==> src/line_diag_pkg.sv <==
// Constants, field layout and carrier types of the line diagnostics control registers
package line_diag_pkg;
	localparam int NUM_CHAN = 2;
	// Register indices; the byte address is four times the index
	localparam logic [5:0] CH1_RX_CFG2_IDX = 6'h0B;
	localparam logic [5:0] CH1_PAT_CTRL_IDX = 6'h0C;
	localparam logic [5:0] CH1_LOOP_CTRL_IDX = 6'h0D;
	localparam logic [5:0] CH2_RX_CFG2_IDX = 6'h2B;
	localparam logic [5:0] CH2_PAT_CTRL_IDX = 6'h2C;
	localparam logic [5:0] CH2_LOOP_CTRL_IDX = 6'h2D;
	// Field positions
	localparam int SLICER_LSB = 4;
	localparam int EQ_WIN_LSB = 2;
	localparam int MON_GAIN_LSB = 0;
	localparam int TX_PATTERN_SELECT_SEL_LSB = 5;
	localparam int PATTERN_CLOCK_SELECT_BIT = 4;
	localparam int PRBS_INVERT_BIT = 3;
	localparam int LOS_CRIT_BIT = 2;
	localparam int ALARM_INS_BIT = 1;
	localparam int AUTO_ONES_BIT = 0;
	localparam int AUTO_RLOOP_BIT = 3;
	localparam int RLOOP_BIT = 2;
	localparam int ALOOP_BIT = 1;
	localparam int DLOOP_BIT = 0;
	// Writable bits and reset values
	localparam logic [7:0] RX_CFG2_MASK = 8'h3F;
	localparam logic [7:0] PAT_CTRL_MASK = 8'h7F;
	localparam logic [7:0] LOOP_CTRL_MASK = 8'h0F;
	localparam logic [7:0] RX_CFG2_RESET = 8'h18;
	localparam logic [7:0] PAT_CTRL_RESET = 8'h00;
	localparam logic [7:0] LOOP_CTRL_RESET = 8'h00;
	// Pattern generator
	localparam logic [1:0] TX_PATTERN_SELECT_NORMAL = 2'b00;
	localparam logic [1:0] TX_PATTERN_SELECT_ONES = 2'b01;
	localparam logic [1:0] TX_PATTERN_SELECT_PRBS = 2'b10;
	localparam logic [1:0] TX_PATTERN_SELECT_INBAND = 2'b11;
	localparam logic [19:0] LFSR_SEED = 20'hF_FFFF;
	localparam logic [4:0] INBAND_CODE = 5'h01;
	localparam logic [2:0] INBAND_LAST = 3'h4;
	// Master clock bit rate as a divider of the system clock
	localparam logic [4:0] MCLK_DIV = 5'h14;

	typedef struct packed {
		logic txClock;
		logic txData;
		logic rxDataPos;
		logic rxDataNeg;
		logic rxClock;
		logic losActive;
		logic e1Mode;
	} chan_in_t;

	typedef struct packed {
		logic [1:0] slicerThreshold;
		logic [1:0] eqObserveWindow;
		logic [1:0] monitorGain;
		logic       losAlarmCriterion;
		logic       autoRemoteLoopEn;
		logic       remoteLoopEn;
		logic       analogLoopEn;
		logic       digitalLoopEn;
		logic       txLineData;
		logic       rxDataPos;
		logic       rxDataNeg;
		logic       rxClock;
	} chan_out_t;

	typedef struct packed {
		logic [7:0]  cfg;
		logic [7:0]  pat;
		logic [7:0]  loop;
		logic [19:0] lfsr;
		logic [2:0]  codeIdx;
		logic [1:0]  txSync;
		logic        txPrev;
		logic        txLine;
		logic        rxPos;
		logic        rxNeg;
		logic        rxClk;
		logic        aisPhase;
	} chan_state_t;

	typedef struct packed {
		chan_state_t [NUM_CHAN-1:0] ch;
		logic [31:0]                prdata;
		logic [4:0]                 mclkCnt;
		logic                       mclkEn;
	} diag_state_t;
endpackage
==> src/line_diag_control_regs.sv <==
// Per-channel line diagnostics control registers with pattern generator and loopback steering
`timescale 1ns/1ps
module line_diag_control_regs (
	input  wire logic                                         clk,
	input  wire logic                                         rst_n,
	input  wire logic [7:0]                                   paddr,
	input  wire logic                                         psel,
	input  wire logic                                         penable,
	input  wire logic                                         pwrite,
	input  wire logic [31:0]                                  pwdata,
	output logic [31:0]                                       prdata,
	output logic                                              pready,
	output logic                                              pslverr,
	input  wire line_diag_pkg::chan_in_t  [line_diag_pkg::NUM_CHAN-1:0] chanIn,
	output line_diag_pkg::chan_out_t [line_diag_pkg::NUM_CHAN-1:0] chanOut
);
	import line_diag_pkg::*;

	diag_state_t                 s_reg;
	diag_state_t                 s_next;
	logic [5:0]                  regIdx;
	logic                        hit;
	logic                        hitChan;
	logic [1:0]                  hitKind;
	logic [NUM_CHAN-1:0]         bitEn;
	logic [NUM_CHAN-1:0]         prbsFb;

	assign regIdx = paddr[7:2];

	// Decode: hitKind 0 receiver config, 1 pattern, 2 loopback
	always_comb begin
		hit = 1'b1;
		hitChan = 1'b0;
		hitKind = 2'd0;
		case (regIdx)
			CH1_RX_CFG2_IDX: hitKind = 2'd0;
			CH1_PAT_CTRL_IDX: hitKind = 2'd1;
			CH1_LOOP_CTRL_IDX: hitKind = 2'd2;
			CH2_RX_CFG2_IDX: begin
				hitChan = 1'b1;
				hitKind = 2'd0;
			end
			CH2_PAT_CTRL_IDX: begin
				hitChan = 1'b1;
				hitKind = 2'd1;
			end
			CH2_LOOP_CTRL_IDX: begin
				hitChan = 1'b1;
				hitKind = 2'd2;
			end
			default: hit = 1'b0;
		endcase
	end

	// Zero wait states; read data is captured in the setup cycle
	assign pready = 1'b1;
	assign pslverr = psel & penable & ~hit;
	assign prdata = s_reg.prdata;

	always_comb begin
		chan_state_t c;
		logic        patBit;
		logic [1:0]  patSel;
		logic        losNow;
		c = '0;
		patBit = 1'b0;
		patSel = 2'b00;
		losNow = 1'b0;
		s_next = s_reg;
		bitEn = '0;
		prbsFb = '0;

		if (s_reg.mclkCnt == MCLK_DIV - 5'd1) begin
			s_next.mclkCnt = 5'd0;
			s_next.mclkEn = 1'b1;
		end else begin
			s_next.mclkCnt = s_reg.mclkCnt + 5'd1;
			s_next.mclkEn = 1'b0;
		end

		if (psel && !penable) begin
			s_next.prdata = 32'h0000_0000;
			if (hit) begin
				case (hitKind)
					2'd0: s_next.prdata[7:0] = s_reg.ch[hitChan].cfg;
					2'd1: s_next.prdata[7:0] = s_reg.ch[hitChan].pat;
					default: s_next.prdata[7:0] = s_reg.ch[hitChan].loop;
				endcase
			end
		end

		if (psel && penable && pwrite && hit) begin
			// Reserved bits are masked so they always read back as zero
			case (hitKind)
				2'd0: s_next.ch[hitChan].cfg = pwdata[7:0] & RX_CFG2_MASK;
				2'd1: s_next.ch[hitChan].pat = pwdata[7:0] & PAT_CTRL_MASK;
				default: s_next.ch[hitChan].loop = pwdata[7:0] & LOOP_CTRL_MASK;
			endcase
		end

		for (int i = 0; i < NUM_CHAN; i++) begin
			c = s_reg.ch[i];
			patSel = c.pat[TX_PATTERN_SELECT_SEL_LSB +: 2];
			losNow = chanIn[i].losActive;
			s_next.ch[i].txSync = {c.txSync[0], chanIn[i].txClock};
			s_next.ch[i].txPrev = c.txSync[1];
			bitEn[i] = c.pat[PATTERN_CLOCK_SELECT_BIT] ? s_reg.mclkEn : (c.txSync[1] & ~c.txPrev);
			// E1 uses x^15+x^14+1, T1/J1 uses x^20+x^17+1
			prbsFb[i] = chanIn[i].e1Mode ? (c.lfsr[14] ^ c.lfsr[13]) : (c.lfsr[19] ^ c.lfsr[16]);

			case (patSel)
				TX_PATTERN_SELECT_NORMAL: patBit = c.pat[PATTERN_CLOCK_SELECT_BIT] ? 1'b0 : chanIn[i].txData;
				TX_PATTERN_SELECT_ONES: begin
					// With auto all-ones set, ones are forced only while the signal is lost; otherwise the traffic bit is sent
					if (c.pat[AUTO_ONES_BIT] && !losNow) begin
						patBit = chanIn[i].txData;
					end else begin
						patBit = 1'b1;
					end
				end
				TX_PATTERN_SELECT_PRBS: patBit = prbsFb[i] ^ c.pat[PRBS_INVERT_BIT];
				TX_PATTERN_SELECT_INBAND: patBit = INBAND_CODE[INBAND_LAST - c.codeIdx];
				default: patBit = 1'b0;
			endcase

			if (bitEn[i]) begin
				if (patSel == TX_PATTERN_SELECT_PRBS) begin
					s_next.ch[i].lfsr = {c.lfsr[18:0], prbsFb[i]};
				end
				if (patSel == TX_PATTERN_SELECT_INBAND) begin
					s_next.ch[i].codeIdx = (c.codeIdx == INBAND_LAST) ? 3'd0 : c.codeIdx + 3'd1;
				end else begin
					s_next.ch[i].codeIdx = 3'd0;
				end
				s_next.ch[i].txLine = patBit;
			end
			// Remote loopback retransmits every received mark and overrides the pattern
			if (c.loop[RLOOP_BIT]) begin
				s_next.ch[i].txLine = chanIn[i].rxDataPos | chanIn[i].rxDataNeg;
			end

			// Receive side: digital loopback first, then alarm insertion, else pass through
			if (c.loop[DLOOP_BIT]) begin
				s_next.ch[i].rxPos = c.txLine;
				s_next.ch[i].rxNeg = 1'b0;
				s_next.ch[i].rxClk = s_reg.mclkCnt < (MCLK_DIV >> 1);
			end else if (c.pat[ALARM_INS_BIT] && losNow) begin
				// Marks alternate polarity so the forced ones form legal bipolar code
				if (s_reg.mclkEn) begin
					s_next.ch[i].aisPhase = ~c.aisPhase;
				end
				s_next.ch[i].rxPos = c.aisPhase;
				s_next.ch[i].rxNeg = ~c.aisPhase;
				s_next.ch[i].rxClk = s_reg.mclkCnt < (MCLK_DIV >> 1);
			end else begin
				s_next.ch[i].rxPos = chanIn[i].rxDataPos;
				s_next.ch[i].rxNeg = chanIn[i].rxDataNeg;
				s_next.ch[i].rxClk = chanIn[i].rxClock;
			end
		end
	end

	always_ff @(posedge clk or negedge rst_n) begin
		if (!rst_n) begin
			s_reg <= '0;
			for (int i = 0; i < NUM_CHAN; i++) begin
				s_reg.ch[i].cfg <= RX_CFG2_RESET;
				s_reg.ch[i].pat <= PAT_CTRL_RESET;
				s_reg.ch[i].loop <= LOOP_CTRL_RESET;
				s_reg.ch[i].lfsr <= LFSR_SEED;
			end
		end else begin
			s_reg <= s_next;
		end
	end

	always_comb begin
		for (int i = 0; i < NUM_CHAN; i++) begin
			chanOut[i].slicerThreshold = s_reg.ch[i].cfg[SLICER_LSB +: 2];
			chanOut[i].eqObserveWindow = s_reg.ch[i].cfg[EQ_WIN_LSB +: 2];
			chanOut[i].monitorGain = s_reg.ch[i].cfg[MON_GAIN_LSB +: 2];
			chanOut[i].losAlarmCriterion = s_reg.ch[i].pat[LOS_CRIT_BIT];
			chanOut[i].autoRemoteLoopEn = s_reg.ch[i].loop[AUTO_RLOOP_BIT];
			chanOut[i].remoteLoopEn = s_reg.ch[i].loop[RLOOP_BIT];
			chanOut[i].analogLoopEn = s_reg.ch[i].loop[ALOOP_BIT];
			chanOut[i].digitalLoopEn = s_reg.ch[i].loop[DLOOP_BIT];
			chanOut[i].txLineData = s_reg.ch[i].txLine;
			chanOut[i].rxDataPos = s_reg.ch[i].rxPos;
			chanOut[i].rxDataNeg = s_reg.ch[i].rxNeg;
			chanOut[i].rxClock = s_reg.ch[i].rxClk;
		end
	end

	// Checks on channel one, plus the channel two readback and remote loop checks
	logic        wrAcc;
	logic        rdSetup;
	chan_state_t c0;
	logic [1:0]  pat0;
	assign wrAcc = psel & penable & pwrite;
	assign rdSetup = psel & ~penable & ~pwrite;
	assign c0 = s_reg.ch[0];
	assign pat0 = c0.pat[TX_PATTERN_SELECT_SEL_LSB +: 2];
endmodule

==> config.mk <==
export PLATFORM = sky130hd
export DESIGN_NAME = line_diag_control_regs
export DESIGN_NICKNAME = d
export VERILOG_FILES = /design/src/line_diag_pkg.sv /design/src/line_diag_control_regs.sv
export SDC_FILE = /design/constraint.sdc
export NUM_CORES = 1
export LEC_CHECK = 0
export ABC_AREA = 0
export BUFFER_PORTS_ARGS = -buffer_cell sky130_fd_sc_hd__buf_4
export CAP_MARGIN = 15
export CORE_ASPECT_RATIO = 1.75
export CORE_MARGIN = 2
export CORE_UTILIZATION = 45
export CTS_CLUSTER_DIAMETER = 200
export DETAILED_ROUTE_END_ITERATION = 10
export GPL_TIMING_DRIVEN = 1
export PLACE_DENSITY = 0.7
export SYNTH_ARGS = -nofsm -noshare
export SYNTH_HDL_FRONTEND = slang
export SYNTH_SLANG_ARGS = --single-unit
export TNS_END_PERCENT = 20
==> constraint.sdc <==
create_clock -name clk -period 4.82 [get_ports clk]
set_clock_uncertainty 0.05 [all_clocks]
set_input_delay 0.241 -clock clk [delete_from_list [all_inputs] [get_ports clk]]
set_output_delay 0.241 -clock clk [all_outputs]
set_load 0.1 [all_outputs]
==> out/metrics.csv <==
metric,value,unit
status,"finished, final reports clean",
final_cells,728,
drive_gt1_share,42.6,%
slowest_delay,0.63,ns
grt_usage,17.8,%
hold-worst-slack,0.0329,ns
max_freq,0.519,GHz
grt-ovfl-total,0,
reg2regPathDepth,5,
required,5.07,ns
yosys_warnings,0,
cp_slowest_cell,nor3_2,
gp_congestion,0.807,
avgViaCountPerCell,5.18,
cp_num_cells,5,
finalMaxSlewViolations,0,
grt.busiest_layer,met2,
hold_depth,2,
avgSynthCellArea,12.2,um^2
hold_viol,0,
syn2layout_area_growth,16.2,%
end_kind,register,
synth_edf_count,0,
ys_seq_elements,124,
core_area,13300,um^2
critPathArrivalTime,2.17,ns
hp-class,in2reg,
rsz0062_at_grt,no,
floorplan.initialDensity,45.7,%
die_y,158,um
utilization,53.1,%
fin_crit,1.93,ns
place_hpwl,8.57,mm
r2r_end,s_reg[115],
postSynthCellCount,499,
multi_input_area,2430,um^2
min-delay-start,pwdata[6],
n_fill_cell,1150,
rows,56,
async_reset_ff_share,100,%
synth_area,6080,um^2
worstSetupStartpointType,primary input,
met3_usage,4.95,%
vias,3773,
final_common_cell,dfrtp_1,
wl,12.1,mm
largest_reg_flops,44,
relSlewSlack,42.6,%
die_area,14500,um^2
ant_nets,0,
worstMarginPinSlew,0.858,ns
cts.reportedPaths.clkPinSlew,0.06,ns
grt_pass1_vias,3972,
synth_ff_type,dfrtp_1,
io_buffers,70,
antenna_cells,0,
power_density,409,nW/um^2
drtIter0Drc,156,
htree_levels,4,
cts_buffer_depth,2,
synthDistinctLibCells,52,
worstSetupPathType,in2reg,
grt_pass1_wl,19.9,mm
cts_buffers,17,
first_pass_iters,4,
cts_root_buf,clkbuf_16,
dp_cells,691,
fin_nets,609,
max-vdd-ir-drop,0.307,mV
setup_viol,0,
ctsResizeCount,0,
ioPinCount,123,
crit_fanout,13,
r2r_setup_slack,3.00,ns
worstPathCellList,"buf_4, nand2b_1, nand2b_1, nor3_2, mux2_2",
cts_sinks,124,
r2r-start,s_reg[136],
die_x,91.9,um
leakage,3.23,nW
crit_path_frequent_cell,nand2b_1,
clk_latency,0.42,ns
ff_latch_area,3160,um^2
cts_tree,built,
grt_use_met2,30.7,%
worstHoldEndpoint,c0[45],
layout_common_cells,"80 x dfrtp_1, 73 x buf_4, 69 x mux2_2",
drc,0,
wl_per_cell,16.6,um
maxCapViolCount,0,
use_met1,20.7,%
period_share,40.0,%
yosysSeqAreaShare,51.9,%
crit_family,simple AND/OR/NAND/NOR gates,
crit_buf_inv,1,
grt_antenna_before_repair,0,
grt_start_max_net_pins,69,
tns,0,ns
## routing by layer
| layer | routed length, um | vias to the layer above |
|---|---|---|
| met5 | 0 | - |
| met1 | 4840 | 1900 |
| met2 | 6440 | 114 |
| met3 | 688 | 10 |
| met4 | 119 | 0 |
| li1 | - | 1749 |
## synth_stat cells, drive strengths merged (3+ instances only)
cell      n  area (um^2)
and2      9         56.3
nand2b    7         43.8
nor2b    11         68.8
o21ai    17         85.1
xnor2     6         52.6
ha        9          113
nor2     22         82.6
inv      12         45.0
o41ai     6         52.6
clkbuf    6         22.5
a221oi    3         26.3
nor3b    11         82.6
nand4b    3         26.3
dfstp    44         1160
dfrtp    80         2000
buf      72          523
nand3     3         15.0
nand4     3         18.8
a211oi    8         60.1
a21oi    12         67.6
mux2i    13          130
nor3      8         45.0
a2bb2oi   6         52.6
mux2     73          837
nand3b    3         26.3
nand2    23         88.8
## repair_timing
action / in CTS / in global routing
endpoints found under the hold margin: 31 / 0
setup buffers: 0 / 0
hold buffers: 5 / 0
endpoints found under the setup margin: 0 / 0
## power breakdown
part	internal (mW)	leakage (nW)	switching [mW]	total [mW]
registers	1.09	1.52	0.0360	1.13
clock network	0.846	0.290	0.476	1.32
logic	0.0985	1.42	0.344	0.442
## cell type report
cell class              instances  area share, %
flip-flops and latches        124           44.7
multi-input cells             308           34.4
clock inverters                12           2.27
repair buffers                 78           8.46
clock buffers                  20           6.46
well taps                     174           3.08
inverters                      12          0.638
## cell families after synthesis
kind of cell,Yosys count,synth area share [%]
adder cells (fa/ha/maj),9,1.85
AO/OA/AOI/OAI,62,7.04
buffers and inverters,90,9.71
AND/OR/NAND/NOR,116,11.6
other,2,0.123
multiplexers,88,16.6
XOR/XNOR,8,1.15
flip-flops,124,51.9
## stage by stage
stage                     worst slack [ns]  instance area (um^2)  power (mW)
after global placement                2.49                  6400        1.58
final                                 2.89                  7070        2.89
after CTS                             2.87                  7070        2.92
after global routing                  2.76                  7070        2.99
after floorplan                       2.64                  6170        1.52
after detailed placement              2.46                  6400        1.59
## worst max-delay path by stage
stage                     startpoint  slack, ns          end
after CTS                   paddr[6]       2.87   s_reg[138]
after detailed placement    paddr[6]       2.46   s_reg[138]
final                       paddr[6]       2.89   s_reg[138]
after floorplan             paddr[2]       2.64      pslverr
after global routing        paddr[6]       2.76   s_reg[136]
after global placement      paddr[6]       2.49  chanOut[23]
Power figures use the tool's default switching activity.
